**src/rtl/mms_pkg.sv**
```systemverilog
// constants shared by the magnetometer serial slave port
// assumes a single 100 MHz system clock domain
package mms_pkg;
	// ----------------------------------------------------------------
	// widths and counts
	// ----------------------------------------------------------------
	localparam int CMD_W = 8;
	localparam int RES_W = 16;
	localparam logic [4:0] CMD_LAST_BIT = 5'h07;
	localparam logic [4:0] RES_BITS = 5'h10;
	localparam logic [4:0] CNT_RESET = 5'h00;
	// ----------------------------------------------------------------
	// command byte layout
	// ----------------------------------------------------------------
	localparam int AXIS_LSB = 0;
	localparam int AXIS_MSB = 1;
	localparam int OSC_TEST_BIT = 2;
	localparam int OSC_DIR_BIT = 3;
	localparam int RATIO_LSB = 4;
	localparam int RATIO_MSB = 6;
	localparam int DIAG_CLK_BIT = 7;
	localparam logic [7:0] CMD_RESET = 8'h00;
	localparam logic [15:0] RES_RESET = 16'h0000;
	localparam logic [1:0] AXIS_X = 2'h1;
	localparam logic [1:0] AXIS_Y = 2'h2;
	localparam logic [2:0] RATIO_DIV32 = 3'h0;
	localparam logic [2:0] RATIO_DIV2048 = 3'h6;
	localparam logic [2:0] RATIO_DIV4096 = 3'h7;
	// ----------------------------------------------------------------
	// types
	// ----------------------------------------------------------------
	typedef enum logic [1:0] {
		ST_IDLE,
		ST_CMD,
		ST_MEAS,
		ST_OUT
	} mms_state_e;
endpackage

```
**src/rtl/mms_buf2.sv**
```systemverilog
// two-entry valid/ready buffer
// assumes both sides run on the same clock
module mms_buf2 import mms_pkg::*; #(
	parameter int WIDTH = 8
) (
	// clock and reset
	input wire logic clk,
	input wire logic rst_n,
	// fill side
	input wire logic in_valid,
	input wire logic [WIDTH-1:0] in_data,
	output logic in_ready,
	// drain side
	output logic out_valid,
	output logic [WIDTH-1:0] out_data,
	input wire logic out_ready
);
	logic [1:0] cnt_reg;
	logic [1:0] cnt_next;
	logic [WIDTH-1:0] spare_reg;
	logic push;
	logic pop;

	assign in_ready = (cnt_reg != 2'h2);
	assign push = in_valid & in_ready;
	assign pop = out_valid & out_ready;

	always_comb begin
		cnt_next = cnt_reg;
		if (push && !pop)
			cnt_next = cnt_reg + 2'h1;
		else if (pop && !push)
			cnt_next = cnt_reg - 2'h1;
	end

	always_ff @(posedge clk or negedge rst_n) begin
		if (!rst_n) begin
			cnt_reg <= 2'h0;
			out_valid <= 1'b0;
		end else begin
			cnt_reg <= cnt_next;
			out_valid <= (cnt_next != 2'h0);
		end
	end

	// head word sits in out_data so the output is a flop
	always_ff @(posedge clk or negedge rst_n) begin
		if (!rst_n) begin
			out_data <= '0;
			spare_reg <= '0;
		end else if (pop) begin
			if (cnt_reg == 2'h2)
				out_data <= spare_reg;
			else if (push)
				out_data <= in_data;
		end else if (push) begin
			if (cnt_reg == 2'h0)
				out_data <= in_data;
			else
				spare_reg <= in_data;
		end
	end
endmodule

```
**src/rtl/mms_spi_slave.sv**
```systemverilog
// serial slave port of a two-axis magnetometer
// assumes pins are asynchronous to REF_CLK and SCLK is far slower
module mms_spi_slave import mms_pkg::*; (
	// system
	input wire logic REF_CLK,
	input wire logic RESET_N,
	// serial pins
	input wire logic SCLK,
	input wire logic MOSI,
	input wire logic SLAVE_SELECT_N,
	input wire logic MEAS_RESET,
	output logic MISO,
	output logic MISO_OE,
	output logic RESULT_READY,
	// command stream to the measurement engine
	output logic CMD_VALID,
	output logic [CMD_W-1:0] CMD_DATA,
	input wire logic CMD_READY,
	// decoded command fields
	output logic [1:0] AXIS_SELECT,
	output logic [2:0] RATIO_SELECT,
	output logic OSC_TEST_ENABLE,
	output logic OSC_TEST_DIRECTION,
	output logic DIAG_CLOCK_OUTPUT_ENABLE,
	output logic OVERFLOW_POSSIBLE,
	// result from the measurement engine
	input wire logic RES_VALID,
	input wire logic [RES_W-1:0] RES_DATA,
	output logic RES_READY
);
	// ----------------------------------------------------------------
	// pin synchronisers
	// ----------------------------------------------------------------
	localparam int NPIN = 4;
	localparam logic [NPIN-1:0] PIN_RESET = 4'h2;
	logic [NPIN-1:0] pin_in;
	logic [NPIN-1:0] meta_reg;
	logic [NPIN-1:0] sync_reg;
	logic sclk_s, mosi_s, ssn_s, rst_s;
	logic sclk_d_reg;
	logic sclk_rise, sclk_fall;

	assign pin_in = {SCLK, MOSI, SLAVE_SELECT_N, MEAS_RESET};

	genvar gi;
	generate
		for (gi = 0; gi < NPIN; gi++) begin : g_sync
			always_ff @(posedge REF_CLK or negedge RESET_N) begin
				if (!RESET_N) begin
					meta_reg[gi] <= PIN_RESET[gi];
					sync_reg[gi] <= PIN_RESET[gi];
				end else begin
					meta_reg[gi] <= pin_in[gi];
					sync_reg[gi] <= meta_reg[gi];
				end
			end
		end
	endgenerate

	assign {sclk_s, mosi_s, ssn_s, rst_s} = sync_reg;

	// serial clock is only ever observed, never driven
	always_ff @(posedge REF_CLK or negedge RESET_N) begin
		if (!RESET_N)
			sclk_d_reg <= 1'b0;
		else
			sclk_d_reg <= sclk_s;
	end

	assign sclk_rise = sclk_s & ~sclk_d_reg & ~ssn_s;
	assign sclk_fall = ~sclk_s & sclk_d_reg & ~ssn_s;

	// ----------------------------------------------------------------
	// sequencing
	// ----------------------------------------------------------------
	mms_state_e state_reg;
	logic [4:0] bit_cnt_reg;
	logic [CMD_W-1:0] shift_in_reg;
	logic [CMD_W-1:0] cmd_next;
	logic [RES_W-1:0] result_reg;
	logic [RES_W-1:0] shift_out_reg;
	logic cmd_done, buf_in_ready, res_take;

	assign cmd_next = {shift_in_reg[CMD_W-2:0], mosi_s};
	assign cmd_done = (state_reg == ST_CMD) && sclk_rise && !rst_s &&
		(bit_cnt_reg == CMD_LAST_BIT);
	assign res_take = RES_VALID & RES_READY;

	// a held reset pin parks the port ready for a fresh command
	always_ff @(posedge REF_CLK or negedge RESET_N) begin
		if (!RESET_N) begin
			state_reg <= ST_IDLE;
		end else if (rst_s) begin
			state_reg <= ST_CMD;
		end else begin
			case (state_reg)
				ST_IDLE: state_reg <= ST_IDLE;
				ST_CMD: begin
					// a full buffer drops the command
					if (cmd_done)
						state_reg <= buf_in_ready ? ST_MEAS : ST_IDLE;
				end
				ST_MEAS: begin
					// select is not looked at here
					if (res_take)
						state_reg <= ST_OUT;
				end
				ST_OUT: begin
					if (sclk_rise && bit_cnt_reg == RES_BITS - 5'h01)
						state_reg <= ST_IDLE;
				end
				default: state_reg <= ST_IDLE;
			endcase
		end
	end

	always_ff @(posedge REF_CLK or negedge RESET_N) begin
		if (!RESET_N) begin
			bit_cnt_reg <= CNT_RESET;
			shift_in_reg <= CMD_RESET;
		end else if (rst_s || res_take) begin
			bit_cnt_reg <= CNT_RESET;
		end else if (sclk_rise) begin
			if (state_reg == ST_CMD) begin
				shift_in_reg <= cmd_next;
				bit_cnt_reg <= bit_cnt_reg + 5'h01;
			end else if (state_reg == ST_OUT) begin
				bit_cnt_reg <= bit_cnt_reg + 5'h01;
			end
		end
	end

	always_ff @(posedge REF_CLK or negedge RESET_N) begin
		if (!RESET_N) begin
			AXIS_SELECT <= CMD_RESET[AXIS_MSB:AXIS_LSB];
			OSC_TEST_ENABLE <= CMD_RESET[OSC_TEST_BIT];
			OSC_TEST_DIRECTION <= CMD_RESET[OSC_DIR_BIT];
			RATIO_SELECT <= CMD_RESET[RATIO_MSB:RATIO_LSB];
			DIAG_CLOCK_OUTPUT_ENABLE <= CMD_RESET[DIAG_CLK_BIT];
			OVERFLOW_POSSIBLE <= 1'b0;
		end else if (cmd_done && buf_in_ready) begin
			AXIS_SELECT <= cmd_next[AXIS_MSB:AXIS_LSB];
			OSC_TEST_ENABLE <= cmd_next[OSC_TEST_BIT];
			OSC_TEST_DIRECTION <= cmd_next[OSC_DIR_BIT];
			RATIO_SELECT <= cmd_next[RATIO_MSB:RATIO_LSB];
			DIAG_CLOCK_OUTPUT_ENABLE <= cmd_next[DIAG_CLK_BIT];
			// only the top ratio can run past a signed 16-bit count
			OVERFLOW_POSSIBLE <=
				(cmd_next[RATIO_MSB:RATIO_LSB] == RATIO_DIV4096);
		end
	end

	mms_buf2 #(.WIDTH(CMD_W)) u_cmd_buf (
		.clk(REF_CLK),
		.rst_n(RESET_N),
		.in_valid(cmd_done),
		.in_data(cmd_next),
		.in_ready(buf_in_ready),
		.out_valid(CMD_VALID),
		.out_data(CMD_DATA),
		.out_ready(CMD_READY)
	);

	// ----------------------------------------------------------------
	// result handshake and shift-out
	// ----------------------------------------------------------------
	always_ff @(posedge REF_CLK or negedge RESET_N) begin
		if (!RESET_N) begin
			RES_READY <= 1'b0;
			RESULT_READY <= 1'b0;
			result_reg <= RES_RESET;
		end else if (rst_s) begin
			RES_READY <= 1'b0;
			RESULT_READY <= 1'b0;
		end else begin
			if (cmd_done && buf_in_ready)
				RES_READY <= 1'b1;
			else if (res_take)
				RES_READY <= 1'b0;
			if (res_take) begin
				result_reg <= RES_DATA;
				RESULT_READY <= 1'b1;
			end
		end
	end

	// first bit is set up before the master's first rising edge
	always_ff @(posedge REF_CLK or negedge RESET_N) begin
		if (!RESET_N) begin
			MISO <= 1'b0;
			shift_out_reg <= RES_RESET;
		end else if (res_take) begin
			MISO <= RES_DATA[RES_W-1];
			shift_out_reg <= {RES_DATA[RES_W-2:0], 1'b0};
		end else if (state_reg == ST_OUT && sclk_fall &&
			bit_cnt_reg != CNT_RESET) begin
			MISO <= shift_out_reg[RES_W-1];
			shift_out_reg <= {shift_out_reg[RES_W-2:0], 1'b0};
		end
	end

	always_ff @(posedge REF_CLK or negedge RESET_N) begin
		if (!RESET_N)
			MISO_OE <= 1'b0;
		else
			MISO_OE <= ~ssn_s;
	end
endmodule

```
**config.mk**
```make
export PLATFORM = sky130hd
export DESIGN_NAME = mms_spi_slave
export DESIGN_NICKNAME = d
export VERILOG_FILES = /design/src/rtl/mms_pkg.sv /design/src/rtl/mms_buf2.sv /design/src/rtl/mms_spi_slave.sv
export SDC_FILE = /design/constraint.sdc
export NUM_CORES = 1
export LEC_CHECK = 0
export BUFFER_PORTS_ARGS = -buffer_cell sky130_fd_sc_hd__buf_4
export CORE_MARGIN = 2
export CORE_UTILIZATION = 60
export DETAILED_ROUTE_END_ITERATION = 6
export PLACE_DENSITY = 0.89
export SLEW_MARGIN = 20
export SYNTH_ARGS = -nofsm -noshare
export SYNTH_HDL_FRONTEND = slang
export SYNTH_HIERARCHICAL = 1
export SYNTH_SLANG_ARGS = --single-unit
```
**constraint.sdc**
```tcl
create_clock -name REF_CLK -period 3.95 [get_ports REF_CLK]
set_input_delay 0.1975 -clock REF_CLK [delete_from_list [all_inputs] [get_ports REF_CLK]]
set_output_delay 0.1975 -clock REF_CLK [all_outputs]
set_load 0.005 [all_outputs]
```
## Word level (Yosys, flattened, before mapping)

Index checks and enable logic that the tools add are counted.

| cells by class | value |
|---|---|
| add/subtract/negate cells | 3 |
| equality and inequality tests | 11 |
| mux-type cells | 26 |
| bitwise gates (word level) | 13 |
| reduce and logical (&&, ||, !) cells | 30 |

Operators with widths:

| operator | number |
|---|---|
| 8-bit two-way mux | 5 |
| 16-bit two-way mux | 2 |
| 5-bit two-way mux | 4 |
| 2-bit two-way mux | 7 |
| 2-bit nonzero test | 7 |
| 3-bit AND reduction | 4 |
| 1-bit logical AND | 9 |
| 3-bit inequality test (second input constant) | 3 |
| 2-bit case mux with 4 select lines | 1 |
| 1-bit bitwise AND | 7 |
| 1-bit two-way mux | 7 |
| 2-bit == test (second input constant) | 3 |
| 1-bit NOT | 6 |
| 3-bit nonzero test | 2 |
| 5-bit by 1-bit adder with 5-bit output (second input constant) | 1 |
| 5-bit by 3-bit == test with 1-bit output (second input constant) | 1 |
| 5-bit by 4-bit == test with 1-bit output (second input constant) | 1 |
| 5-bit nonzero test | 1 |
| 2-bit zero test | 2 |
| 3-bit == test (second input constant) | 1 |
| 1-bit zero test | 3 |
| 2-bit by 1-bit adder with 2-bit output (second input constant) | 1 |
| 2-bit by 1-bit == test with 1-bit output (second input constant) | 1 |
| 2-bit inequality test (second input constant) | 1 |
| other kinds (3) | 3 |

| storage, ports and cells | value |
|---|---|
| flip-flop bits (word level) | 71 |
| input bits | 24 |
| output and inout bits | 22 |
| word-level logic and storage cells | 110 |

## Logic depth before layout (Yosys ltp)

| depth | value |
|---|---|
| depth in word-level cells | 12 |
| depth in mapped cells | 8 |
| depth with buffers taken out | 7 |

## By module

The synthesis kept the hierarchy.

Modules (own cells, without submodules):

| module | times used | cells each | area an instance (um2) | sequential area each (um2) |
|---|---|---|---|---|
| mms_spi_slave | 1 | 175 | 2,169.6 | 1,278.7 |
| mms_buf2 | 1 | 75 | 895.9 | 475.5 |

## Least setup slack after synthesis

Ideal clock, no wire load.

| timing path | value |
|---|---|
| path kind | reg2reg |
| start | register state_reg[1] |
| end | register u_cmd_buf.out_data[0] |
| library setup time | 0.132 ns |
| arrival time | 1.699 ns |
| required time | 3.818 ns |
| path slack | 2.119 ns |
| cell stages (with the launch flop) | 9 |
| path buffers | 1 |
| period minus slack after synthesis | 1.831 ns |
| path through | dfrtp_1 inv_1 ha_1 nor2b_1 and3_1 nand2b_1 buf_2 o32ai_1 a21oi_1 |

| between the ends | value |
|---|---|
| longest elaborated chain between the ends | 7 |
| elaborated cells between the ends (all ways) | 8 |
| those cells by class | eq/ne (1); bitwise (1); reduce/logical (6) |

RTL lines:

| item | line | text |
|---|---|---|
| from (decl) | mms_spi_slave.sv:76 | `mms_state_e state_reg;` |
| from (signal assigned) | mms_spi_slave.sv:101 | `state_reg <= buf_in_ready ? ST_MEAS : ST_IDLE;` |
| 2-bit by 1-bit == test with 1-bit output * | mms_spi_slave.sv:85 | `assign cmd_done = (state_reg == ST_CMD) && sclk_rise && !rst_s &&` |
| 1-bit logical AND * (3 in a row) | mms_spi_slave.sv:85 |  |
| net cmd_done | mms_spi_slave.sv:82 | `logic cmd_done, buf_in_ready, res_take;` |
| 1-bit bitwise AND * | mms_buf2.sv:25 | `assign push = in_valid & in_ready;` |
| 2-bit nonzero test (no source line) | - |  |
| 3-bit AND reduction (no source line) * | - |  |
| to (signal assigned) | mms_buf2.sv:53 | `out_data <= spare_reg;` |
| to (signal assigned) | mms_buf2.sv:55 | `out_data <= in_data;` |
| to (signal assigned) | mms_buf2.sv:58 | `out_data <= in_data;` |
| to (decl) | mms_buf2.sv:15 | `output logic [WIDTH-1:0] out_data,` |

The timed path passes the listed nets; every way through them passes the cells marked *.
A chain may end at the register's enable or synchronous reset.

## Worst setup path after layout

| timing path | value |
|---|---|
| start | register state_reg[1] |
| end | register shift_out_reg[15] |

| between the ends | value |
|---|---|
| longest elaborated chain between the ends | 4 |

RTL lines:

| item | line | text |
|---|---|---|
| 2-bit == test | mms_spi_slave.sv:195 | `end else if (state_reg == ST_OUT && sclk_fall &&` |
| 1-bit logical AND (2 in a row) | mms_spi_slave.sv:195 |  |
| 2-bit nonzero test (no source line) | - |  |
| to (signal assigned) | mms_spi_slave.sv:194 | `shift_out_reg <= {RES_DATA[RES_W-2:0], 1'b0};` |
| to (signal assigned) | mms_spi_slave.sv:198 | `shift_out_reg <= {shift_out_reg[RES_W-2:0], 1'b0};` |
| to (decl) | mms_spi_slave.sv:81 | `logic [RES_W-1:0] shift_out_reg;` |

Every way passes these cells.

==> results_dict.tcl <==
set metrics [dict create \
    syn_nets 282 \
    maxSlewViolCount 0 \
    fp-row-count 26 \
    yosysSeqAreaShare_pct 57.2 \
    worst_slew_pin_slew_ns 0.897 \
    dpl_cell_area_um2 3470 \
    r2r-start "state_reg[1]" \
    clk_pin_slew_worst_paths_ns 0.08 \
    synthArstFlopShare_pct 100 \
    gp_congestion 0.767 \
    post-dp-hpwl_um 3930 \
    postCtsSetupBuffers 0 \
    antenna_cells 0 \
    syn_area_per_cell_um2 12.3 \
    arrival_ns 2.51 \
    dieHeight_um 75.5 \
    cp.required_ns 4.15 \
    synth_area_leader_cell "dfrtp_1" \
    endpoint "shift_out_reg[15]" \
    synth_area_um2 3070 \
    antenna_found_initial 0 \
    areaGrowthSynthToFinish_pct 23.2 \
    wl_per_cell_um 16.5 \
    ant_nets 0 \
    drt_pre_antenna_iters 5 \
    max_cap_viol_count 0 \
    finalCriticalPeriod_ns 2.31 \
    first_iter_violations 131 \
    total_power_uw 2180 \
    cp_max_fo 9 \
    reg2reg_slack_ns 1.64 \
    grt_pass1_vias 2135 \
    vias 2112 \
    synthTopCellsByArea "dfrtp_1 56%, mux2_2 8.4%, mux2i_1 5.9%" \
    synthCells 250 \
    ios 46 \
    crit_path_start "state_reg[1]" \
    cts_buffer_depth 2 \
    clk_latency_ns 0.34 \
    drt_wl_total_um 6260 \
    min_from "RES_DATA[15]" \
    cp-start-kind "flip-flop" \
    wl_met1_um 2660 \
    route.detailed.drc 0 \
    ys_types 41 \
    p_per_area_nw_per_um2 576 \
    numCtsBuffers 9 \
    status "completed" \
    grt_pass1_wl_um 10400 \
    die-area_um2 5700 \
    tns_ns 0 \
    synth_top_area_share_pct 55.5 \
    period_share_pct 58.5 \
    yosysWarningCount 6 \
    yosys-top-cells-count "68 x dfrtp_1, 23 x mux2_2, 21 x nand2_1" \
    cts_tree "yes" \
    start_util_pct 61.2 \
    grt_max_degree 71 \
    ctsResizeCount 0 \
    layout-drive-gt1-share_pct 30.3 \
    ys_seq_elements 70 \
    largest_register_ff_count 15 \
    hold_viol 0 \
    synthFlopType "dfrtp_1" \
    core_um2 5010 \
    overflow 0 \
    synth.most_common_cell "dfrtp_1" \
    synth_edf_count 0 \
    finalClockSkew_ns 0.00808 \
    r2r_cells 6 \
    cts_max_level 3 \
    design_area_um2 3780 \
    finalNetCount 337 \
    top_layer "met4" \
    max_freq_mhz 433 \
    max_slew_margin_pct 39.3 \
    routed-wl-met3_um 252 \
    ctsHoldBuffers 5 \
    final_util_pct 75.4 \
    io_buffers 45 \
    root_buffer "clkbuf_8" \
    leakagePower_uw 0.00176 \
    ir_worst_vdd_mv 0.457 \
    die_x_um 75.5 \
    cts.sinks 70 \
    finalSetupViolCount 0 \
    reg2reg_to "shift_out_reg[15]" \
    critical_path_class "flip-flop to flip-flop" \
    vias_per_cell 5.56 \
    globalRouteTotalUtil_pct 25.1 \
    hp-class "input pin to flip-flop" \
    rsz0062_at_grt "no" \
    cp-end-kind "flip-flop" \
    wl_met2_um 3260 \
]
## routing by layer
metal,up-vias,GRT usage (%)
met5,-,0
met4,0,11.1
met3,9,4.89
met2,49,41.8
met1,1065,32.1
li1,989,-
## power by group
part,leakage [uW],switching (uW),total [uW],internal [uW]
Clock,0.000130,266,749,484
Sequential,0.000882,106,943,837
Combinational,0.000751,252,483,231
Total,0.00176,623,2180,1550
## critical path, stage by stage, from the launching register on
cell	delay (ns)
dfrtp_1	0.41
ha_1	0.27
nand2_1	0.18
nor4_4	0.70
buf_6	0.25
mux2i_1	0.21
o21ai_0	0.13
## worst min path at each step
stage                     endpoint  slack [ns]  cells past startpoint
finish                        MISO        0.06                      3
global route                  MISO        0.06                      3
floorplan           AXIS_SELECT[0]        -0.1                      0
global placement       meta_reg[1]        0.31                      1
detailed placement     meta_reg[1]        0.31                      1
CTS                           MISO        0.05                      3
## cell usage in the layout (no fill, tap or decap), types with 2 or more instances in the layout
cell | netlist | final
a211oi_1 | 2 | 2
a21oi_1 | 10 | 10
and2_1 | 2 | 2
and3_1 | 3 | 3
buf_4 | 1 | 46
bufinv_16 | 0 | 4
clkbuf_8 | 0 | 9
dfrtp_1 | 68 | 68
dfstp_2 | 2 | 2
dlygate4sd3_1 | 0 | 5
ha_1 | 8 | 8
inv_1 | 17 | 17
mux2_2 | 23 | 23
mux2i_1 | 18 | 18
nand2_1 | 21 | 21
nand2b_1 | 2 | 2
nand3_1 | 4 | 4
nor2_1 | 10 | 10
nor2b_1 | 2 | 2
o211ai_1 | 3 | 3
o21ai_0 | 9 | 9
o21ai_1 | 9 | 9
o32ai_1 | 8 | 8
xnor2_1 | 2 | 2
xor2_1 | 3 | 3
## cells by family (layout without fill, tap and decap cells)
kind of cell	Yosys count	count (layout)	share of synthesized area, %
flip-flops	70	70	57.2
AND/OR/NAND/NOR	55	55	10.2
AO/OA/AOI/OAI	45	45	9.59
multiplexers	42	42	14.8
buffers and inverters	25	85	3.51
adder cells (fa/ha/maj)	8	8	3.27
XOR/XNOR	5	5	1.43
## stage by stage
step,hold slack [ns],setup slack (ns),cells
6_report,0.0580,1.64,380
5_1_grt,0.0602,1.47,380
4_1_cts,0.0536,1.73,380
3_5_place_dp,0.307,1.76,359
3_3_place_gp,0.306,1.78,358
2_1_floorplan,-0.0981,2.12,250
## layout make-up
| type | instances | area [um^2] |
|---|---|---|
| inverters | 17 | 63.8 |
| flip-flops and latches | 70 | 1750 |
| clock buffers | 10 | 128 |
| repair buffers | 52 | 407 |
| multi-input cells | 155 | 1200 |
| fillers | 333 | 1230 |
| well taps | 70 | 87.6 |
| clock inverters | 6 | 134 |
Power figures use the tool's default switching activity.
